[config.mk]
export PLATFORM = sky130hd
export DESIGN_NAME = scirq_top
export DESIGN_NICKNAME = d
export VERILOG_FILES = /design/src/hdl/scirq_pkg.sv /design/src/hdl/scirq_if.sv /design/src/hdl/scirq_flags.sv /design/src/hdl/scirq_top.sv
export VERILOG_INCLUDE_DIRS = /design/src /design/src/hdl
export SDC_FILE = /design/constraint.sdc
export NUM_CORES = 1
export LEC_CHECK = 0
export BUFFER_PORTS_ARGS = -buffer_cell sky130_fd_sc_hd__buf_4
export CAP_MARGIN = 10
export CORE_ASPECT_RATIO = 1.5
export CORE_MARGIN = 2
export CORE_UTILIZATION = 53
export CTS_BUF_LIST = sky130_fd_sc_hd__clkbuf_8
export DETAILED_ROUTE_END_ITERATION = 8
export GPL_TIMING_DRIVEN = 0
export MAX_ROUTING_LAYER = met4
export PLACE_DENSITY = 0.79
export SYNTH_ARGS = -nofsm -noshare
export SYNTH_HDL_FRONTEND = slang
export SYNTH_SLANG_ARGS = --single-unit
[constraint.sdc]
create_clock -name core_clk -period 3.13 [get_ports core_clk]
set_clock_uncertainty 0.2 [all_clocks]
set_input_delay 0.1565 -clock core_clk [delete_from_list [all_inputs] [get_ports core_clk]]
set_output_delay 0.1565 -clock core_clk [all_outputs]
set_load 0.005 [all_outputs]
[src/hdl/scirq_cfg.svh]
// Purpose: constants for the serial controller mode and interrupt block
// Assumes: 32-bit byte addresses on the register port
// Notes: offsets, field positions, reset values
`ifndef SCIRQ_CFG_SVH
`define SCIRQ_CFG_SVH

`define SCIRQ_ADDR_S1_PEND 32'h4000a808
`define SCIRQ_ADDR_S2_PEND 32'h4000a80c
`define SCIRQ_ADDR_S1_EN 32'h4000a848
`define SCIRQ_ADDR_S2_EN 32'h4000a84c
`define SCIRQ_ADDR_S1_TRIG 32'h4000a854
`define SCIRQ_ADDR_S2_TRIG 32'h4000a858
`define SCIRQ_ADDR_S2_MODE 32'h4000c054
`define SCIRQ_ADDR_S1_MODE 32'h4000c854
`define SCIRQ_ADDR_SUMMARY 32'h4000a8f0
`define SCIRQ_ADDR_RAW 32'h4000a8f4

`define SCIRQ_MODE_OFF 2'h0
`define SCIRQ_MODE_UART 2'h1
`define SCIRQ_MODE_SPI 2'h2
`define SCIRQ_MODE_TWI 2'h3

`define SCIRQ_BIT_PARERR 14
`define SCIRQ_BIT_FRMERR 13
`define SCIRQ_BIT_TXULDB 12
`define SCIRQ_BIT_RXULDA 9
`define SCIRQ_BIT_NACK 8
`define SCIRQ_BIT_RXFIN 5
`define SCIRQ_BIT_TXUND 4
`define SCIRQ_BIT_RXOVF 3
`define SCIRQ_BIT_TXIDLE 2
`define SCIRQ_BIT_TXFREE 1
`define SCIRQ_BIT_RXVAL 0

`define SCIRQ_RST_FLAGS 15'h0000
`define SCIRQ_RST_TRIG 3'h0
`define SCIRQ_RST_MODE 2'h0
`define SCIRQ_RST_WORD 32'h00000000

`endif

[src/hdl/scirq_pkg.sv]
// Purpose: shared types of the serial controller interrupt block
// Assumes: nothing beyond the cfg header
// Notes: widths only, constants live in scirq_cfg.svh
package scirq_pkg;
   typedef logic [14:0] scirq_flags_t;
   typedef logic [11:0] scirq_events_t;
   typedef logic [2:0] scirq_trig_t;
   typedef logic [1:0] scirq_mode_t;
endpackage

[src/hdl/scirq_if.sv]
// Purpose: carrier between the register block and one flag unit
// Assumes: one clock domain
// Notes: clear is a one-cycle write-one mask
`timescale 1ns/1ps
`default_nettype none
interface scirq_if;
   scirq_pkg::scirq_events_t events;
   scirq_pkg::scirq_trig_t status;
   scirq_pkg::scirq_trig_t trig;
   scirq_pkg::scirq_mode_t mode;
   scirq_pkg::scirq_flags_t clear;
   scirq_pkg::scirq_flags_t pend;
   modport regs (output events, output status, output trig, output mode, output clear, input pend);
   modport unit (input events, input status, input trig, input mode, input clear, output pend);
endinterface
`default_nettype wire

[src/hdl/scirq_flags.sv]
// Purpose: pending flags of one serial controller
// Assumes: events are one-cycle pulses, status inputs are levels
// Notes: a set in the same cycle as a clear wins
`timescale 1ns/1ps
`default_nettype none
`include "scirq_cfg.svh"
module scirq_flags #(
   parameter bit HAS_UART = 1'b1
) (
   input wire logic core_clk,
   input wire logic rst,
   scirq_if.unit bus
);
   scirq_pkg::scirq_trig_t status_prev_reg;
   scirq_pkg::scirq_flags_t pend_reg;
   scirq_pkg::scirq_flags_t set_next;
   logic uart_on;
   logic twi_on;

   // uart errors only exist on a unit built with the uart
   assign uart_on = HAS_UART && (bus.mode == `SCIRQ_MODE_UART);
   assign twi_on = (bus.mode == `SCIRQ_MODE_TWI);

   always_comb
   begin
      set_next = `SCIRQ_RST_FLAGS;
      set_next[`SCIRQ_BIT_PARERR:`SCIRQ_BIT_FRMERR] = uart_on ? bus.events[11:10] : 2'h0;
      set_next[`SCIRQ_BIT_TXULDB:`SCIRQ_BIT_RXULDA] = bus.events[9:6];
      set_next[`SCIRQ_BIT_NACK:`SCIRQ_BIT_RXFIN] = twi_on ? bus.events[5:2] : 4'h0;
      set_next[`SCIRQ_BIT_TXUND:`SCIRQ_BIT_RXOVF] = bus.events[1:0];
      for (int i = 0; i < 3; i++)
      begin
         // level: set while high, edge: set on the rising transition
         set_next[i] = bus.trig[i] ? bus.status[i] : (bus.status[i] & ~status_prev_reg[i]);
      end
   end

   always_ff @(posedge core_clk or posedge rst)
   begin
      if (rst)
         status_prev_reg <= `SCIRQ_RST_TRIG;
      else
         status_prev_reg <= bus.status;
   end

   always_ff @(posedge core_clk or posedge rst)
   begin
      if (rst)
         pend_reg <= `SCIRQ_RST_FLAGS;
      else
         pend_reg <= (pend_reg & ~bus.clear) | set_next;
   end

   assign bus.pend = pend_reg;
endmodule
`default_nettype wire

[src/hdl/scirq_top.sv]
// Purpose: mode select and second-level interrupts of two serial controllers
// Assumes: register port with one-cycle strobes, read data one cycle later
// Notes: irq outputs follow a pending flag by one cycle
//
// The implementer's own choice: strobed register access.
`timescale 1ns/1ps
`default_nettype none
`include "scirq_cfg.svh"
module scirq_top #(
   parameter int ADDR_W = 32,
   parameter int DATA_W = 32
) (
   input wire logic core_clk,
   input wire logic rst,
   input wire logic [ADDR_W-1:0] reg_addr,
   input wire logic [DATA_W-1:0] reg_wdata,
   input wire logic reg_wr,
   input wire logic reg_rd,
   output logic [DATA_W-1:0] reg_rdata,
   input wire logic [11:0] ser1_event,
   input wire logic [2:0] ser1_status,
   input wire logic [11:0] ser2_event,
   input wire logic [2:0] ser2_status,
   output logic [1:0] ser1_mode,
   output logic [1:0] ser2_mode,
   output logic ser1_irq,
   output logic ser2_irq,
   output logic irq
);
   scirq_if s1_bus ();
   scirq_if s2_bus ();

   scirq_pkg::scirq_flags_t s1_en_reg;
   scirq_pkg::scirq_flags_t s2_en_reg;
   scirq_pkg::scirq_trig_t s1_trig_reg;
   scirq_pkg::scirq_trig_t s2_trig_reg;
   scirq_pkg::scirq_mode_t s1_mode_reg;
   scirq_pkg::scirq_mode_t s2_mode_reg;
   logic s1_irq_reg;
   logic s2_irq_reg;
   logic irq_reg;
   logic [DATA_W-1:0] rdata_reg;
   logic [DATA_W-1:0] rdata_next;

   function automatic logic hit(input logic [ADDR_W-1:0] a, input logic [31:0] off);
      hit = (a == off[ADDR_W-1:0]);
   endfunction

   function automatic logic [DATA_W-1:0] widen(input logic [14:0] v);
      logic [DATA_W-1:0] w;
      w = '0;
      w[14:0] = v;
      widen = w;
   endfunction

   function automatic logic wants(input scirq_pkg::scirq_flags_t p, input scirq_pkg::scirq_flags_t e);
      wants = |(p & e);
   endfunction

   // unit wiring
   assign s1_bus.events = ser1_event;
   assign s1_bus.status = ser1_status;
   assign s1_bus.trig = s1_trig_reg;
   assign s1_bus.mode = s1_mode_reg;
   assign s1_bus.clear = (reg_wr && hit(reg_addr, `SCIRQ_ADDR_S1_PEND)) ? reg_wdata[14:0] : `SCIRQ_RST_FLAGS;
   assign s2_bus.events = ser2_event;
   assign s2_bus.status = ser2_status;
   assign s2_bus.trig = s2_trig_reg;
   assign s2_bus.mode = s2_mode_reg;
   assign s2_bus.clear = (reg_wr && hit(reg_addr, `SCIRQ_ADDR_S2_PEND)) ? reg_wdata[14:0] : `SCIRQ_RST_FLAGS;

   scirq_flags #(
      .HAS_UART(1'b1)
   ) u_s1 (
      .core_clk(core_clk),
      .rst(rst),
      .bus(s1_bus.unit)
   );

   // second unit has no uart, so its error bits never set
   scirq_flags #(
      .HAS_UART(1'b0)
   ) u_s2 (
      .core_clk(core_clk),
      .rst(rst),
      .bus(s2_bus.unit)
   );

   // enable registers
   always_ff @(posedge core_clk or posedge rst)
   begin
      if (rst)
      begin
         s1_en_reg <= `SCIRQ_RST_FLAGS;
         s2_en_reg <= `SCIRQ_RST_FLAGS;
      end
      else if (reg_wr)
      begin
         if (hit(reg_addr, `SCIRQ_ADDR_S1_EN))
            s1_en_reg <= reg_wdata[14:0];
         if (hit(reg_addr, `SCIRQ_ADDR_S2_EN))
            s2_en_reg <= reg_wdata[14:0];
      end
   end

   // trigger mode registers
   always_ff @(posedge core_clk or posedge rst)
   begin
      if (rst)
      begin
         s1_trig_reg <= `SCIRQ_RST_TRIG;
         s2_trig_reg <= `SCIRQ_RST_TRIG;
      end
      else if (reg_wr)
      begin
         if (hit(reg_addr, `SCIRQ_ADDR_S1_TRIG))
            s1_trig_reg <= reg_wdata[2:0];
         if (hit(reg_addr, `SCIRQ_ADDR_S2_TRIG))
            s2_trig_reg <= reg_wdata[2:0];
      end
   end

   // mode registers; a uart request to the second unit is dropped and the old mode kept,
   // so a misconfigured driver cannot start an engine that is not there
   always_ff @(posedge core_clk or posedge rst)
   begin
      if (rst)
      begin
         s1_mode_reg <= `SCIRQ_RST_MODE;
         s2_mode_reg <= `SCIRQ_RST_MODE;
      end
      else if (reg_wr)
      begin
         if (hit(reg_addr, `SCIRQ_ADDR_S1_MODE))
            s1_mode_reg <= reg_wdata[1:0];
         if (hit(reg_addr, `SCIRQ_ADDR_S2_MODE) && (reg_wdata[1:0] != `SCIRQ_MODE_UART))
            s2_mode_reg <= reg_wdata[1:0];
      end
   end

   // interrupt requests, registered so every output leaves a flop
   always_ff @(posedge core_clk or posedge rst)
   begin
      if (rst)
      begin
         s1_irq_reg <= 1'b0;
         s2_irq_reg <= 1'b0;
         irq_reg <= 1'b0;
      end
      else
      begin
         s1_irq_reg <= wants(s1_bus.pend, s1_en_reg);
         s2_irq_reg <= wants(s2_bus.pend, s2_en_reg);
         irq_reg <= wants(s1_bus.pend, s1_en_reg) | wants(s2_bus.pend, s2_en_reg);
      end
   end

   // read decode; unmapped addresses read zero
   always_comb
   begin
      rdata_next = `SCIRQ_RST_WORD;
      if (hit(reg_addr, `SCIRQ_ADDR_S1_PEND))
         rdata_next = widen(s1_bus.pend);
      else if (hit(reg_addr, `SCIRQ_ADDR_S2_PEND))
         rdata_next = widen(s2_bus.pend);
      else if (hit(reg_addr, `SCIRQ_ADDR_S1_EN))
         rdata_next = widen(s1_en_reg);
      else if (hit(reg_addr, `SCIRQ_ADDR_S2_EN))
         rdata_next = widen(s2_en_reg);
      else if (hit(reg_addr, `SCIRQ_ADDR_S1_TRIG))
         rdata_next = widen({12'h000, s1_trig_reg});
      else if (hit(reg_addr, `SCIRQ_ADDR_S2_TRIG))
         rdata_next = widen({12'h000, s2_trig_reg});
      else if (hit(reg_addr, `SCIRQ_ADDR_S1_MODE))
         rdata_next = widen({13'h0000, s1_mode_reg});
      else if (hit(reg_addr, `SCIRQ_ADDR_S2_MODE))
         rdata_next = widen({13'h0000, s2_mode_reg});
      else if (hit(reg_addr, `SCIRQ_ADDR_SUMMARY))
         rdata_next = widen({12'h000, irq_reg, s2_irq_reg, s1_irq_reg});
      else if (hit(reg_addr, `SCIRQ_ADDR_RAW))
         rdata_next = widen({7'h00, 1'b0, ser2_status, 1'b0, ser1_status});
   end

   // read data stand only in the cycle after the strobe
   always_ff @(posedge core_clk or posedge rst)
   begin
      if (rst)
         rdata_reg <= `SCIRQ_RST_WORD;
      else if (reg_rd)
         rdata_reg <= rdata_next;
      else
         rdata_reg <= `SCIRQ_RST_WORD;
   end

   assign reg_rdata = rdata_reg;
   assign ser1_mode = s1_mode_reg;
   assign ser2_mode = s2_mode_reg;
   assign ser1_irq = s1_irq_reg;
   assign ser2_irq = s2_irq_reg;
   assign irq = irq_reg;
endmodule
`default_nettype wire
== Word level (Yosys, flattened, before mapping) ==
Cells that the tools add are included.

* Flip-flop bits (word level): 111
* Input bits: 98
* Output and inout port bits: 39

* Equal/unequal tests: 14
* Multiplexer cells: 22
* Bitwise operators: 21
* Reductions and logical operators: 11

{| class="wikitable"
|+ Operator list
! kind !! number
|-
| == test 32 x 31 -> 1 bit (second input constant) || 10
|-
| two-way mux 15 bit || 7
|-
| AND 15 bit || 4
|-
| two-way mux 7 bit || 6
|-
| inverter 15 bit || 2
|-
| OR reduction 15 bit || 2
|-
| bitwise OR 15 x 13 -> 15 bit || 1
|-
| bitwise OR 15 bit || 1
|-
| AND reduction 2 bit || 6
|-
| two-way mux 4 bit || 2
|-
| AND 1 bit || 6
|-
| two-way mux 1 bit || 6
|-
| inverter 1 bit || 6
|-
| == test 2 bit (second input constant) || 2
|-
| logical AND 1 bit || 3
|-
| == test 2 x 1 -> 1 bit (second input constant) || 1
|-
| two-way mux 2 bit || 1
|-
| inequality test 2 x 1 -> 1 bit (second input constant) || 1
|-
| bitwise OR 1 bit || 1
|}

== Depth between registers and ports, before layout ==
Gate-level depths: netlist of the first run.

* Depth after elaboration: 12
* Mapped depth: 8
* Gate-level depth less buffers: 6

== Cells and area by module ==
Synthesis of the first run repeated with hierarchy kept, for this count alone.

* Cell total of the unflattened synthesis: 433
* Area total of the unflattened synthesis: 4754.6 um2

{| class="wikitable"
|+ By module, submodules not included
! module !! times used !! cells each !! area each (um2) !! sequential area each (um2)
|-
| scirq_top || 1 || 322 || 3437.0 || 1451.4
|-
| scirq_flags (u_s1) || 1 || 57 || 671.9 || 450.4
|-
| scirq_flags (u_s2) || 1 || 54 || 645.6 || 450.4
|}

== Least setup slack after synthesis of the first run ==
No wires, ideal clock.

* Kind: input -> register
* From: input port reg_addr[26]
* To: register s1_en_reg[0]
* Arrival time: 1.830 ns
* Path slack: 0.975 ns
* Stages on the path: 7
* Path buffers: 1
* Cell sequence: nor4_2 -> nand4_4 -> or2_4 -> nor4_4 -> nand2_2 -> buf_6 -> mux2_4

* Word-level cells in the longest chain between the ends: 2

{| class="wikitable"
|+ Ends and longest elaborated chain
! what !! line !! source
|-
| from (decl) || scirq_top.sv:15 || <nowiki>input wire logic [ADDR_W-1:0] reg_addr,</nowiki>
|-
| == test 32 x 31 -> 1 bit || scirq_top.sv:46 || <nowiki>hit = (a == off[ADDR_W-1:0]);</nowiki>
|-
| AND reduction 2 bit (no source line) || -- ||
|-
| to (signal assigned) || scirq_top.sv:94 || <nowiki>s1_en_reg <= `SCIRQ_RST_FLAGS;</nowiki>
|-
| to (signal assigned) || scirq_top.sv:100 || <nowiki>s1_en_reg <= reg_wdata[14:0];</nowiki>
|-
| to (decl) || scirq_top.sv:33 || <nowiki>scirq_pkg::scirq_flags_t s1_en_reg;</nowiki>
|}

Every way passes these cells.
A chain may end at the register's enable or synchronous reset.

== Worst setup path after layout of the first run ==
* From: input port reg_addr[26]
* To: register u_s1.pend_reg[10] (netlist: u_s1.bus.pend[10])

* Word-level cells in the longest chain between the ends: 6

{| class="wikitable"
|+ Ends and longest elaborated chain
! what !! line !! source
|-
| == test 32 x 31 -> 1 bit || scirq_top.sv:46 ||
|-
| logical AND 1 bit || scirq_top.sv:65 || <nowiki>assign s1_bus.clear = (reg_wr && hit(reg_addr, `SCIRQ_ADDR_S1_PEND)) ? reg_wdata[14:0] : `SCIRQ_RST_FLAGS;</nowiki>
|-
| two-way mux 15 bit (no source line) || -- ||
|-
| inverter 15 bit || scirq_flags.sv:51 || <nowiki>pend_reg <= (pend_reg & ~bus.clear) | set_next;</nowiki>
|-
| AND 15 bit || scirq_flags.sv:51 ||
|-
| bitwise OR 15 bit || scirq_flags.sv:51 ||
|-
| to (signal assigned) || scirq_flags.sv:49 || <nowiki>pend_reg <= `SCIRQ_RST_FLAGS;</nowiki>
|-
| to (signal assigned) || scirq_flags.sv:51 ||
|-
| to (decl) || scirq_flags.sv:15 || <nowiki>scirq_pkg::scirq_flags_t pend_reg;</nowiki>
|}

Every way passes these cells.

==> flow_metrics.env, run 1 <==
export IMPL_status="finished, final reports clean"
export IMPL_seq_area_um2=2350
export IMPL_drive_gt1_frac=0.328
export IMPL_max_stage_delay_ns=0.56
export IMPL_p_int_uw=1760
export IMPL_synth_cells=392
export IMPL_antenna_found_initial=0
export IMPL_crit_fanout=10
export IMPL_p_switching_uw=537
export IMPL_yosysSeqAreaShare=0.514
export IMPL_drc_errors=0
export IMPL_final_antenna_net_count=0
export IMPL_crit_chain="buf_4, nor4_2, nand2_1, nor3_1, and4_1, clkbuf_1, buf_2, nand2_1, a21o_1, dlygate4sd3_1"
export IMPL_core_area_um2=8410
export IMPL_initial_core_util=0.544
export IMPL_end_kind="flip-flop"
export IMPL_routabilityCongestion=0.979
export IMPL_utilization=0.758
export IMPL_r2r_slack_ns=1.21
export IMPL_crit_top_cell="nand2_1"
export IMPL_track_usage=0.341
export IMPL_clk_pin_slew_ns=0.09
export IMPL_crit_type="input port to flip-flop"
export IMPL_syn_area_per_cell_um2=11.7
export IMPL_row_count=41
export IMPL_cp_num_cells=10
export IMPL_finalHoldViolCount=0
export IMPL_io_pins=137
export IMPL_vias=4193
export IMPL_clockPowerShare=0.367
export IMPL_cts_setup_buffers=0
export IMPL_tightest_slew_ns=1.08
export IMPL_first_global_vias=4476
export IMPL_ys_top_cells_by_area="dfrtp_1 51%, mux2_2 7.9%, a22o_1 3.6%"
export IMPL_drtIter0Drc=417
export IMPL_die_area_um2=9400
export IMPL_multi_input_area_um2=2070
export IMPL_final_common_cell="buf_4"
export IMPL_port_buffers=97
export IMPL_cts_path_max_buffers=2
export IMPL_routed_wl_um=15100
export IMPL_p_seq_frac=0.530
export IMPL_cts_root_buf="clkbuf_8"
export IMPL_wl_per_cell_um=21.8
export IMPL_rr_worst_depth=4
export IMPL_ys_types=48
export IMPL_power_uw=2300
export IMPL_insertion_delay_ns=0.37
export IMPL_yosysTopAreaCell="dfrtp_1"
export IMPL_grt_pass1_wl_um=23500
export IMPL_grt_max_degree=73
export IMPL_cts_tree="yes"
export IMPL_netlist_area_um2=4570
export IMPL_setup_violations=0
export IMPL_worstPathArrival_ns=2.97
export IMPL_die_w_um=79.8
export IMPL_synth_warnings=0
export IMPL_slowest_stage="dlygate4sd3_1"
export IMPL_drv_slew=0
export IMPL_drt_pre_antenna_iters=6
export IMPL_drt_vias_per_instance=6.05
export IMPL_min_path_cells=4
export IMPL_period_minus_slack_ns=2.92
export IMPL_cts_sinks=94
export IMPL_worst_path_buf_inv=4
export IMPL_final_cell_mix="114 x buf_4, 94 x dfrtp_1, 64 x dlygate4sd3_1"
export IMPL_synthToLayoutAreaGrowth_pct=39.4
export IMPL_max_slew_margin_rel=0.271
export IMPL_synth_top_area_frac=0.514
export IMPL_ir_worst_vdd_uv=334
export IMPL_fin_nets=679
export IMPL_cts_htree_levels=3
export IMPL_power_leakage_uw=0.00293
export IMPL_synth_edff_count=0
export IMPL_grt_remaining_overflow=0
export IMPL_r2r_start="ser2_mode[1]"
export IMPL_cts_inserted_buffers=9
export IMPL_worst_path_dominant_cell_family="buffers and inverters"
export IMPL_fin_crit_sh=0.933
export IMPL_crit_required_ns=3.18
export IMPL_p_comb_frac=0.104
export IMPL_startpoint="reg_addr[26]"
export IMPL_power_density_nw_per_um2=361
export IMPL_diodes=0
export IMPL_async_reset_ff_frac=1.00
export IMPL_die_h_um=118
export IMPL_startpoint_type="input port"
export IMPL_hp_class="input port to flip-flop"
export IMPL_swShare=0.233
export IMPL_crit_end="u_s1.bus.pend[10]"
export IMPL_nFillCells=554
export IMPL_maxCapViolCount=0
export IMPL_reg2reg_to="reg_rdata[1]"
export IMPL_rsz0062_at_grt="no"
export IMPL_ys_flop_type="dfrtp_1"
export IMPL_synth_seq_cells=94
export IMPL_fmax_mhz=342
export IMPL_hpwlAfterDp_um=10200
## through the flow
stage | hold WS [ns] | cells | instance area (um2) | setup TNS (ns) | setup slack, ns
floorplan | -0.0121 | 408 | 4630 | 0 | 0.325
global placement | 0.0837 | 612 | 5500 | -57.19 | -0.618
detailed placement | -0.0608 | 613 | 5530 | 0 | 0.185
CTS | 0.0532 | 693 | 6370 | 0 | 0.283
global route | 0.0945 | 693 | 6370 | 0 | 0.0851
finish | 0.0681 | 693 | 6370 | 0 | 0.209
## worst register-to-register path, delay by kind of cell (launching register included)
family,cells,cell delay (ns)
compound gates,3,0.71
simple gates,1,0.34
flops,1,0.53
## logic make-up after synthesis
kind of cell,after synthesis,share of synthesized area
AO/OA/AOI/OAI,96,0.168
buffers and inverters,36,0.0468
flip-flops,94,0.514
multiplexers,43,0.114
other,1,0.000820
AND/OR/NAND/NOR,122,0.156
## layer usage
metal  track usage  up-vias  wire length (um)
met5             -        -                 0
met4         0.185        0               696
met3        0.0544       49              1090
met2         0.578      239              7980
met1         0.376     2080              5370
li1              -     1825                 -
## power by group through the flow
| stage | Combinational [uW] | Clock, uW | Sequential, uW |
|---|---|---|---|
| final | 238 | 843 | 1220 |
| after global routing | 258 | 892 | 1220 |
| after CTS | 233 | 852 | 1220 |
| after detailed placement | 188 | 0 | 1240 |
| after global placement | 180 | 0 | 1240 |
| after floorplan | 71.9 | 0 | 1240 |
## area by class of cell
cell class              count  share of cell area
clock inverters             5             0.00883
plain buffers              32              0.0312
repair buffers            162               0.219
inverters                   4             0.00275
clock buffers              11              0.0238
well taps                 107              0.0210
multi-input cells         278               0.324
flip-flops and latches     94               0.369
## cells in the mapped netlist (2+ instances only)
library cell	n
dfrtp_1	94
nand2_1	43
mux2_2	32
a22o_1	19
buf_4	17
a21o_1	13
a222oi_1	13
a22oi_1	12
nor2_1	11
nor2b_1	11
a32o_1	10
mux2_4	10
o21ai_0	10
nand3_1	9
clkbuf_1	8
nand2b_1	7
buf_2	6
a21oi_1	5
nand4_1	5
nor3_1	5
nor4_1	5
a21boi_0	4
and3_1	4
inv_1	4
and2_1	3
and4_1	3
a211oi_1	2
a221oi_1	2
and4bb_2	2
nor3b_1	2
nor4b_4	2
o22ai_1	2
or2_2	2
## worst min-delay path by stage
stage | start | endpoint
finish | reg_addr[7] | reg_rdata[6]
global route | reg_addr[7] | reg_rdata[6]
CTS | reg_addr[7] | reg_rdata[6]
global placement | ser1_status[0] | u_s1.status_prev_reg[0]
floorplan | ser1_status[0] | u_s1.status_prev_reg[0]
detailed placement | rst | reg_rdata[0]
## timing repair
action,in CTS,in global routing
hold endpoints to repair,171,0
gates resized for setup,0,0
hold buffers,64,0
Power figures use the tool's default switching activity.
==> inputs of run 2 (changes only) <==
GPL_TIMING_DRIVEN = 1   (was 0)
==> run 2 against run 1 <==
Against the previous run:
- routed wire length decreased by 7.6%
- non-clock buffer count decreased by 20
- worst hold slack improved by 0.017 ns
- power decreased by 0.41%
- global-route usage decreased by 2.1 points
- first-iteration DRC count decreased by 12%
- flip-flop and latch count unchanged
- maximum frequency increased by 0.21%
- cell area decreased by 1.7%
- utilization decreased by 1.3 points
- count of clock-buffer cells in the layout decreased by 2
- critical path type unchanged
- largest cell class unchanged
==> flow_metrics.env, run 2 (synthesis gave the netlist of run 1 again) <==
export IMPL_final_cell_mix="108 x buf_4, 94 x dfrtp_1, 64 x dlygate4sd3_1"
export IMPL_finalHoldViolCount=0
export IMPL_final_common_cell="buf_4"
export IMPL_initial_core_util=0.544
export IMPL_worst_path_buf_inv=4
export IMPL_cts_inserted_buffers=9
export IMPL_min_path_cells=4
export IMPL_routabilityCongestion=0.963
export IMPL_slowest_stage="dlygate4sd3_1"
export IMPL_cts_sinks=94
export IMPL_die_w_um=79.8
export IMPL_startpoint_type="input port"
export IMPL_cts_htree_levels=3
export IMPL_cts_tree="yes"
export IMPL_place_inst=593
export IMPL_antenna_found_initial=0
export IMPL_core_area_um2=8410
export IMPL_crit_required_ns=3.20
export IMPL_worstPathArrival_ns=2.99
export IMPL_synthToLayoutAreaGrowth_pct=37.0
export IMPL_period_minus_slack_ns=2.92
export IMPL_crit_type="input port to flip-flop"
export IMPL_power_leakage_uw=0.00285
export IMPL_drv_slew=0
export IMPL_setup_violations=0
export IMPL_row_count=41
export IMPL_status="finished, final reports clean"
export IMPL_power_density_nw_per_um2=366
export IMPL_grt_remaining_overflow=0
export IMPL_tightest_slew_ns=0.590
export IMPL_crit_fanout=10
export IMPL_clk_pin_slew_ns=0.09
export IMPL_fmax_mhz=343
export IMPL_crit_top_cell="dlygate4sd3_1"
export IMPL_rsz0062_at_grt="no"
export IMPL_max_stage_delay_ns=0.56
export IMPL_diodes=0
export IMPL_rr_worst_depth=4
export IMPL_crit_chain="dlygate4sd3_1, buf_4, and3b_1, nand3_1, nor3_1, and4_1, buf_12, nand2_1, a32o_1, dlygate4sd3_1"
export IMPL_port_buffers=100
export IMPL_fin_setup_tns_ns=0
export IMPL_vias=4100
export IMPL_hp_class="input port to flip-flop"
export IMPL_wl_per_cell_um=20.8
export IMPL_fin_nets=659
export IMPL_hpwlAfterDp_um=9320
export IMPL_cts_path_max_buffers=2
export IMPL_drive_gt1_frac=0.313
export IMPL_ir_worst_vdd_uv=315
export IMPL_cts_resized=0
export IMPL_end_kind="flip-flop"
export IMPL_worst_path_dominant_cell_family="buffers and inverters"
export IMPL_maxCapViolCount=0
export IMPL_drt_vias_per_instance=6.10
export IMPL_insertion_delay_ns=0.38
export IMPL_first_global_vias=4120
export IMPL_grt_max_degree=68
export IMPL_die_area_um2=9400
export IMPL_nFillCells=584
export IMPL_io_pins=137
export IMPL_drc_errors=0
export IMPL_drtIter0Drc=369
export IMPL_final_antenna_net_count=0
export IMPL_cts_root_buf="clkbuf_8"
export IMPL_track_usage=0.320
export IMPL_drt_pre_antenna_iters=5
export IMPL_max_slew_margin_rel=0.603
export IMPL_fin_cells=672
export IMPL_grt_pass1_wl_um=21700
export IMPL_die_h_um=118
export IMPL_fin_crit_sh=0.931
export IMPL_cp_num_cells=10
export IMPL_routed_wl_um=14000
[run 2: cell count changes in the layout (fill, tap and decap cells not counted), moves of 2 or more]
| cell | delta |
|---|---|
| buf_12 | +2 |
| buf_2 | -6 |
| buf_4 | -6 |
| clkbuf_1 | -8 |
| inv_1 | +2 |
| clkbuf_8 | -2 |
[run 2: worst reg2reg max path: stages (launching register included)]
cell and delay [ns]:
dfrtp_1 0.53, or2_2 0.34, a32o_1 0.20, a2111oi_0 0.35, o21ai_0 0.17
[run 2: cell type report]
type,instances,area [um2],share of cell area
clock inverters,6,80.1,0.0128
clock buffers,9,124,0.0198
multi-input cells,278,2070,0.330
inverters,4,16.3,0.00260
well taps,107,134,0.0214
repair buffers,174,1490,0.238
flip-flops and latches,94,2350,0.375
[run 2: power by group]
group / internal, uW / switching, uW / total (uW)
sequential: 1220 / 0.971 / 1220
combinational: 120 / 101 / 221
clock: 438 / 413 / 851
[run 2: timing repair]
item,in CTS,in global routing
endpoints found under the hold margin,118,0
buffers inserted,0,0
hold buffers,64,0
[run 2: final timing paths]
kind / startpoint / to / slack, ns
min reg2reg: u_s1.bus.pend[14] / u_s1.bus.pend[14] / 0.34
max in group asynchronous: rst / s1_en_reg[4] / 1.86
min: reg_addr[6] / reg_rdata[5] / 0.09
max reg2reg: ser2_mode[1] / reg_rdata[1] / 1.20
min in group asynchronous: rst / u_s1.status_prev_reg[2] / 0.15
max: reg_addr[11] / u_s1.bus.pend[5] / 0.21
[run 2: per-layer routing]
metal	GRT usage	vias up	part of all wire
met2	0.520	266	0.52
met3	0.0567	61	0.079
li1	-	1787	-
met1	0.361	1986	0.34
met4	0.198	0	0.055
met5	-	-	0
[run 2: through the flow]
step                hold WS [ns]  setup slack, ns  cell area [um2]  utilization  total power [uW]
finish                    0.0856            0.215             6260        0.745              2290
floorplan                -0.0121            0.325             4630            -              1310
detailed placement      -0.00398            0.546             5420        0.644              1410
CTS                       0.0808            0.275             6260        0.745              2300
global route               0.109            0.159             6260        0.745              2370
global placement         -0.0127            0.568             5420        0.644              1410
==> inputs of run 3 (changes only) <==
CORE_MARGIN = 4   (was 2)
REMOVE_ABC_BUFFERS = 1   (was default)
==> run 3 against run 2 <==
Against the previous run:
- die area grew 8.6%
- routed wire length grew 0.71%
- count of clock-buffer cells in the layout is the same
- worst hold slack lost 0.030 ns
- critical endpoint is now u_s2.bus.pend[5]
- largest power group unchanged
==> flow_metrics.env, run 3 (synthesis gave the netlist of run 1 again) <==
export IMPL_fmax_mhz=368
export IMPL_initial_core_util=0.544
export IMPL_fin_nets=659
export IMPL_startpoint_type="input port"
export IMPL_cts_path_max_buffers=2
export IMPL_end_kind="flip-flop"
export IMPL_status="finished, final reports clean"
export IMPL_placedInstanceArea_um2=5420
export IMPL_design_area_um2=6210
export IMPL_port_buffers=100
export IMPL_antenna_found_initial=0
export IMPL_final_cell_mix="111 x buf_4, 94 x dfrtp_1, 62 x dlygate4sd3_1"
export IMPL_cts_inserted_buffers=9
export IMPL_cts_sinks=94
export IMPL_ir_worst_vdd_uv=381
export IMPL_fin_crit_sh=0.868
export IMPL_maxCapViolCount=0
export IMPL_crit_chain="dlygate4sd3_1, buf_4, and3b_1, nand3_1, nor3_1, and4_1, buf_4, nand2_1, a32o_1, dlygate4sd3_1"
export IMPL_grt_pass1_wl_um=22200
export IMPL_routed_wl_um=14100
export IMPL_power_density_nw_per_um2=348
export IMPL_period_minus_slack_ns=2.72
export IMPL_grt_remaining_overflow=0
export IMPL_routabilityCongestion=0.909
export IMPL_row_count=41
export IMPL_cts_tree="yes"
export IMPL_slowest_stage="dlygate4sd3_1"
export IMPL_die_h_um=122
export IMPL_r2r_slack_ns=1.15
export IMPL_tightest_slew_ns=0.570
export IMPL_crit_fanout=15
export IMPL_wl_per_cell_um=20.9
export IMPL_drt_vias_per_instance=6.03
export IMPL_finalHoldViolCount=0
export IMPL_place_inst=595
export IMPL_drv_slew=0
export IMPL_worstPathArrival_ns=2.77
export IMPL_final_antenna_net_count=0
export IMPL_crit_type="input port to flip-flop"
export IMPL_power_leakage_uw=0.00282
export IMPL_drive_gt1_frac=0.318
export IMPL_final_common_cell="buf_4"
export IMPL_grt_max_degree=84
export IMPL_track_usage=0.292
export IMPL_core_area_um2=8410
export IMPL_setup_violations=0
export IMPL_hpwlAfterDp_um=9450
export IMPL_cts_htree_levels=3
export IMPL_r2r_start="ser2_mode[1]"
export IMPL_first_global_vias=4268
export IMPL_rsz0062_at_grt="no"
export IMPL_io_pins=137
export IMPL_cts_root_buf="clkbuf_8"
export IMPL_reg2reg_to="reg_rdata[1]"
export IMPL_drt_pre_antenna_iters=6
export IMPL_nFillCells=598
export IMPL_drc_errors=0
export IMPL_synthToLayoutAreaGrowth_pct=35.9
export IMPL_drtIter0Drc=514
export IMPL_worst_path_buf_inv=4
export IMPL_power_uw=2160
export IMPL_hp_class="input port to async pin"
export IMPL_clk_pin_slew_ns=0.09
export IMPL_fin_cells=674
export IMPL_max_slew_margin_rel=0.616
export IMPL_die_w_um=83.8
export IMPL_utilization=0.739
export IMPL_crit_required_ns=3.19
export IMPL_vias=4065
export IMPL_max_stage_delay_ns=0.56
export IMPL_cts_setup_buffers=0
export IMPL_rr_worst_depth=4
export IMPL_worst_path_dominant_cell_family="buffers and inverters"
export IMPL_insertion_delay_ns=0.37
export IMPL_die_area_um2=10200
export IMPL_fin_setup_tns_ns=0
run 3: cell count changes in the layout (fill, tap and decap cells not counted):
cell           before  now
buf_12              2    1
buf_4             108  111
bufinv_16           2    0
clkinv_4            0    1
clkinvlp_4          1    3
diode_2             0    1
dlygate4sd3_1      64   62
run 3: per-layer routing:
metal | part of all wire | track usage | up-vias
li1 | - | - | 1784
met2 | 0.53 | 0.509 | 232
met4 | 0.046 | 0.145 | 0
met3 | 0.076 | 0.0690 | 60
met1 | 0.35 | 0.310 | 1989
met5 | 0 | - | -
run 3: where the power goes:
part           internal, uW  total (uW)  leakage, uW  switching (uW)
combinational           120         220      0.00153            99.8
sequential             1220        1220      0.00121            1.38
clock                   283         721    0.0000838             439
total                  1620        2160      0.00282             540
run 3: cell type report:
cell class	instances	area, um2	area share
Antenna cell	1	2.50	0.000403
Clock buffer	9	124	0.0199
Clock inverter	7	43.8	0.00705
Inverter	4	16.3	0.00262
Multi-Input combinational cell	278	2070	0.333
Sequential cell	94	2350	0.379
Tap cell	107	134	0.0215
Timing Repair Buffer	174	1470	0.237
run 3: metrics by stage:
stage	hold slack [ns]	setup slack [ns]
floorplan	-0.0121	0.325
global placement	-0.117	0.546
detailed placement	-0.105	0.494
CTS	0.0448	0.459
global route	0.0485	0.340
finish	0.0554	0.415
run 3: worst max path at each step:
stage / startpoint / endpoint / slack [ns] / depth (start not counted)
after floorplan: rst / irq / 0.32 / 1
after global placement: reg_addr[20] / s1_en_reg[8] / 0.55 / 7
after detailed placement: reg_addr[9] / s1_en_reg[6] / 0.49 / 7
after CTS: reg_addr[11] / u_s2.bus.pend[5] / 0.46 / 10
after global routing: reg_addr[11] / u_s2.bus.pend[6] / 0.34 / 10
final: reg_addr[11] / u_s2.bus.pend[5] / 0.41 / 10
run 3: what timing repair did:
item	CTS	global route
resized for setup	0	0
hold endpoints to repair	185	0
hold buffers	62	0
run 3: worst register-to-register path, stage by stage, from the launching register on:
cell and delay, ns:
dfrtp_1 0.52, or2_2 0.34, a32o_1 0.20, a2111oi_0 0.42, o21ai_0 0.18
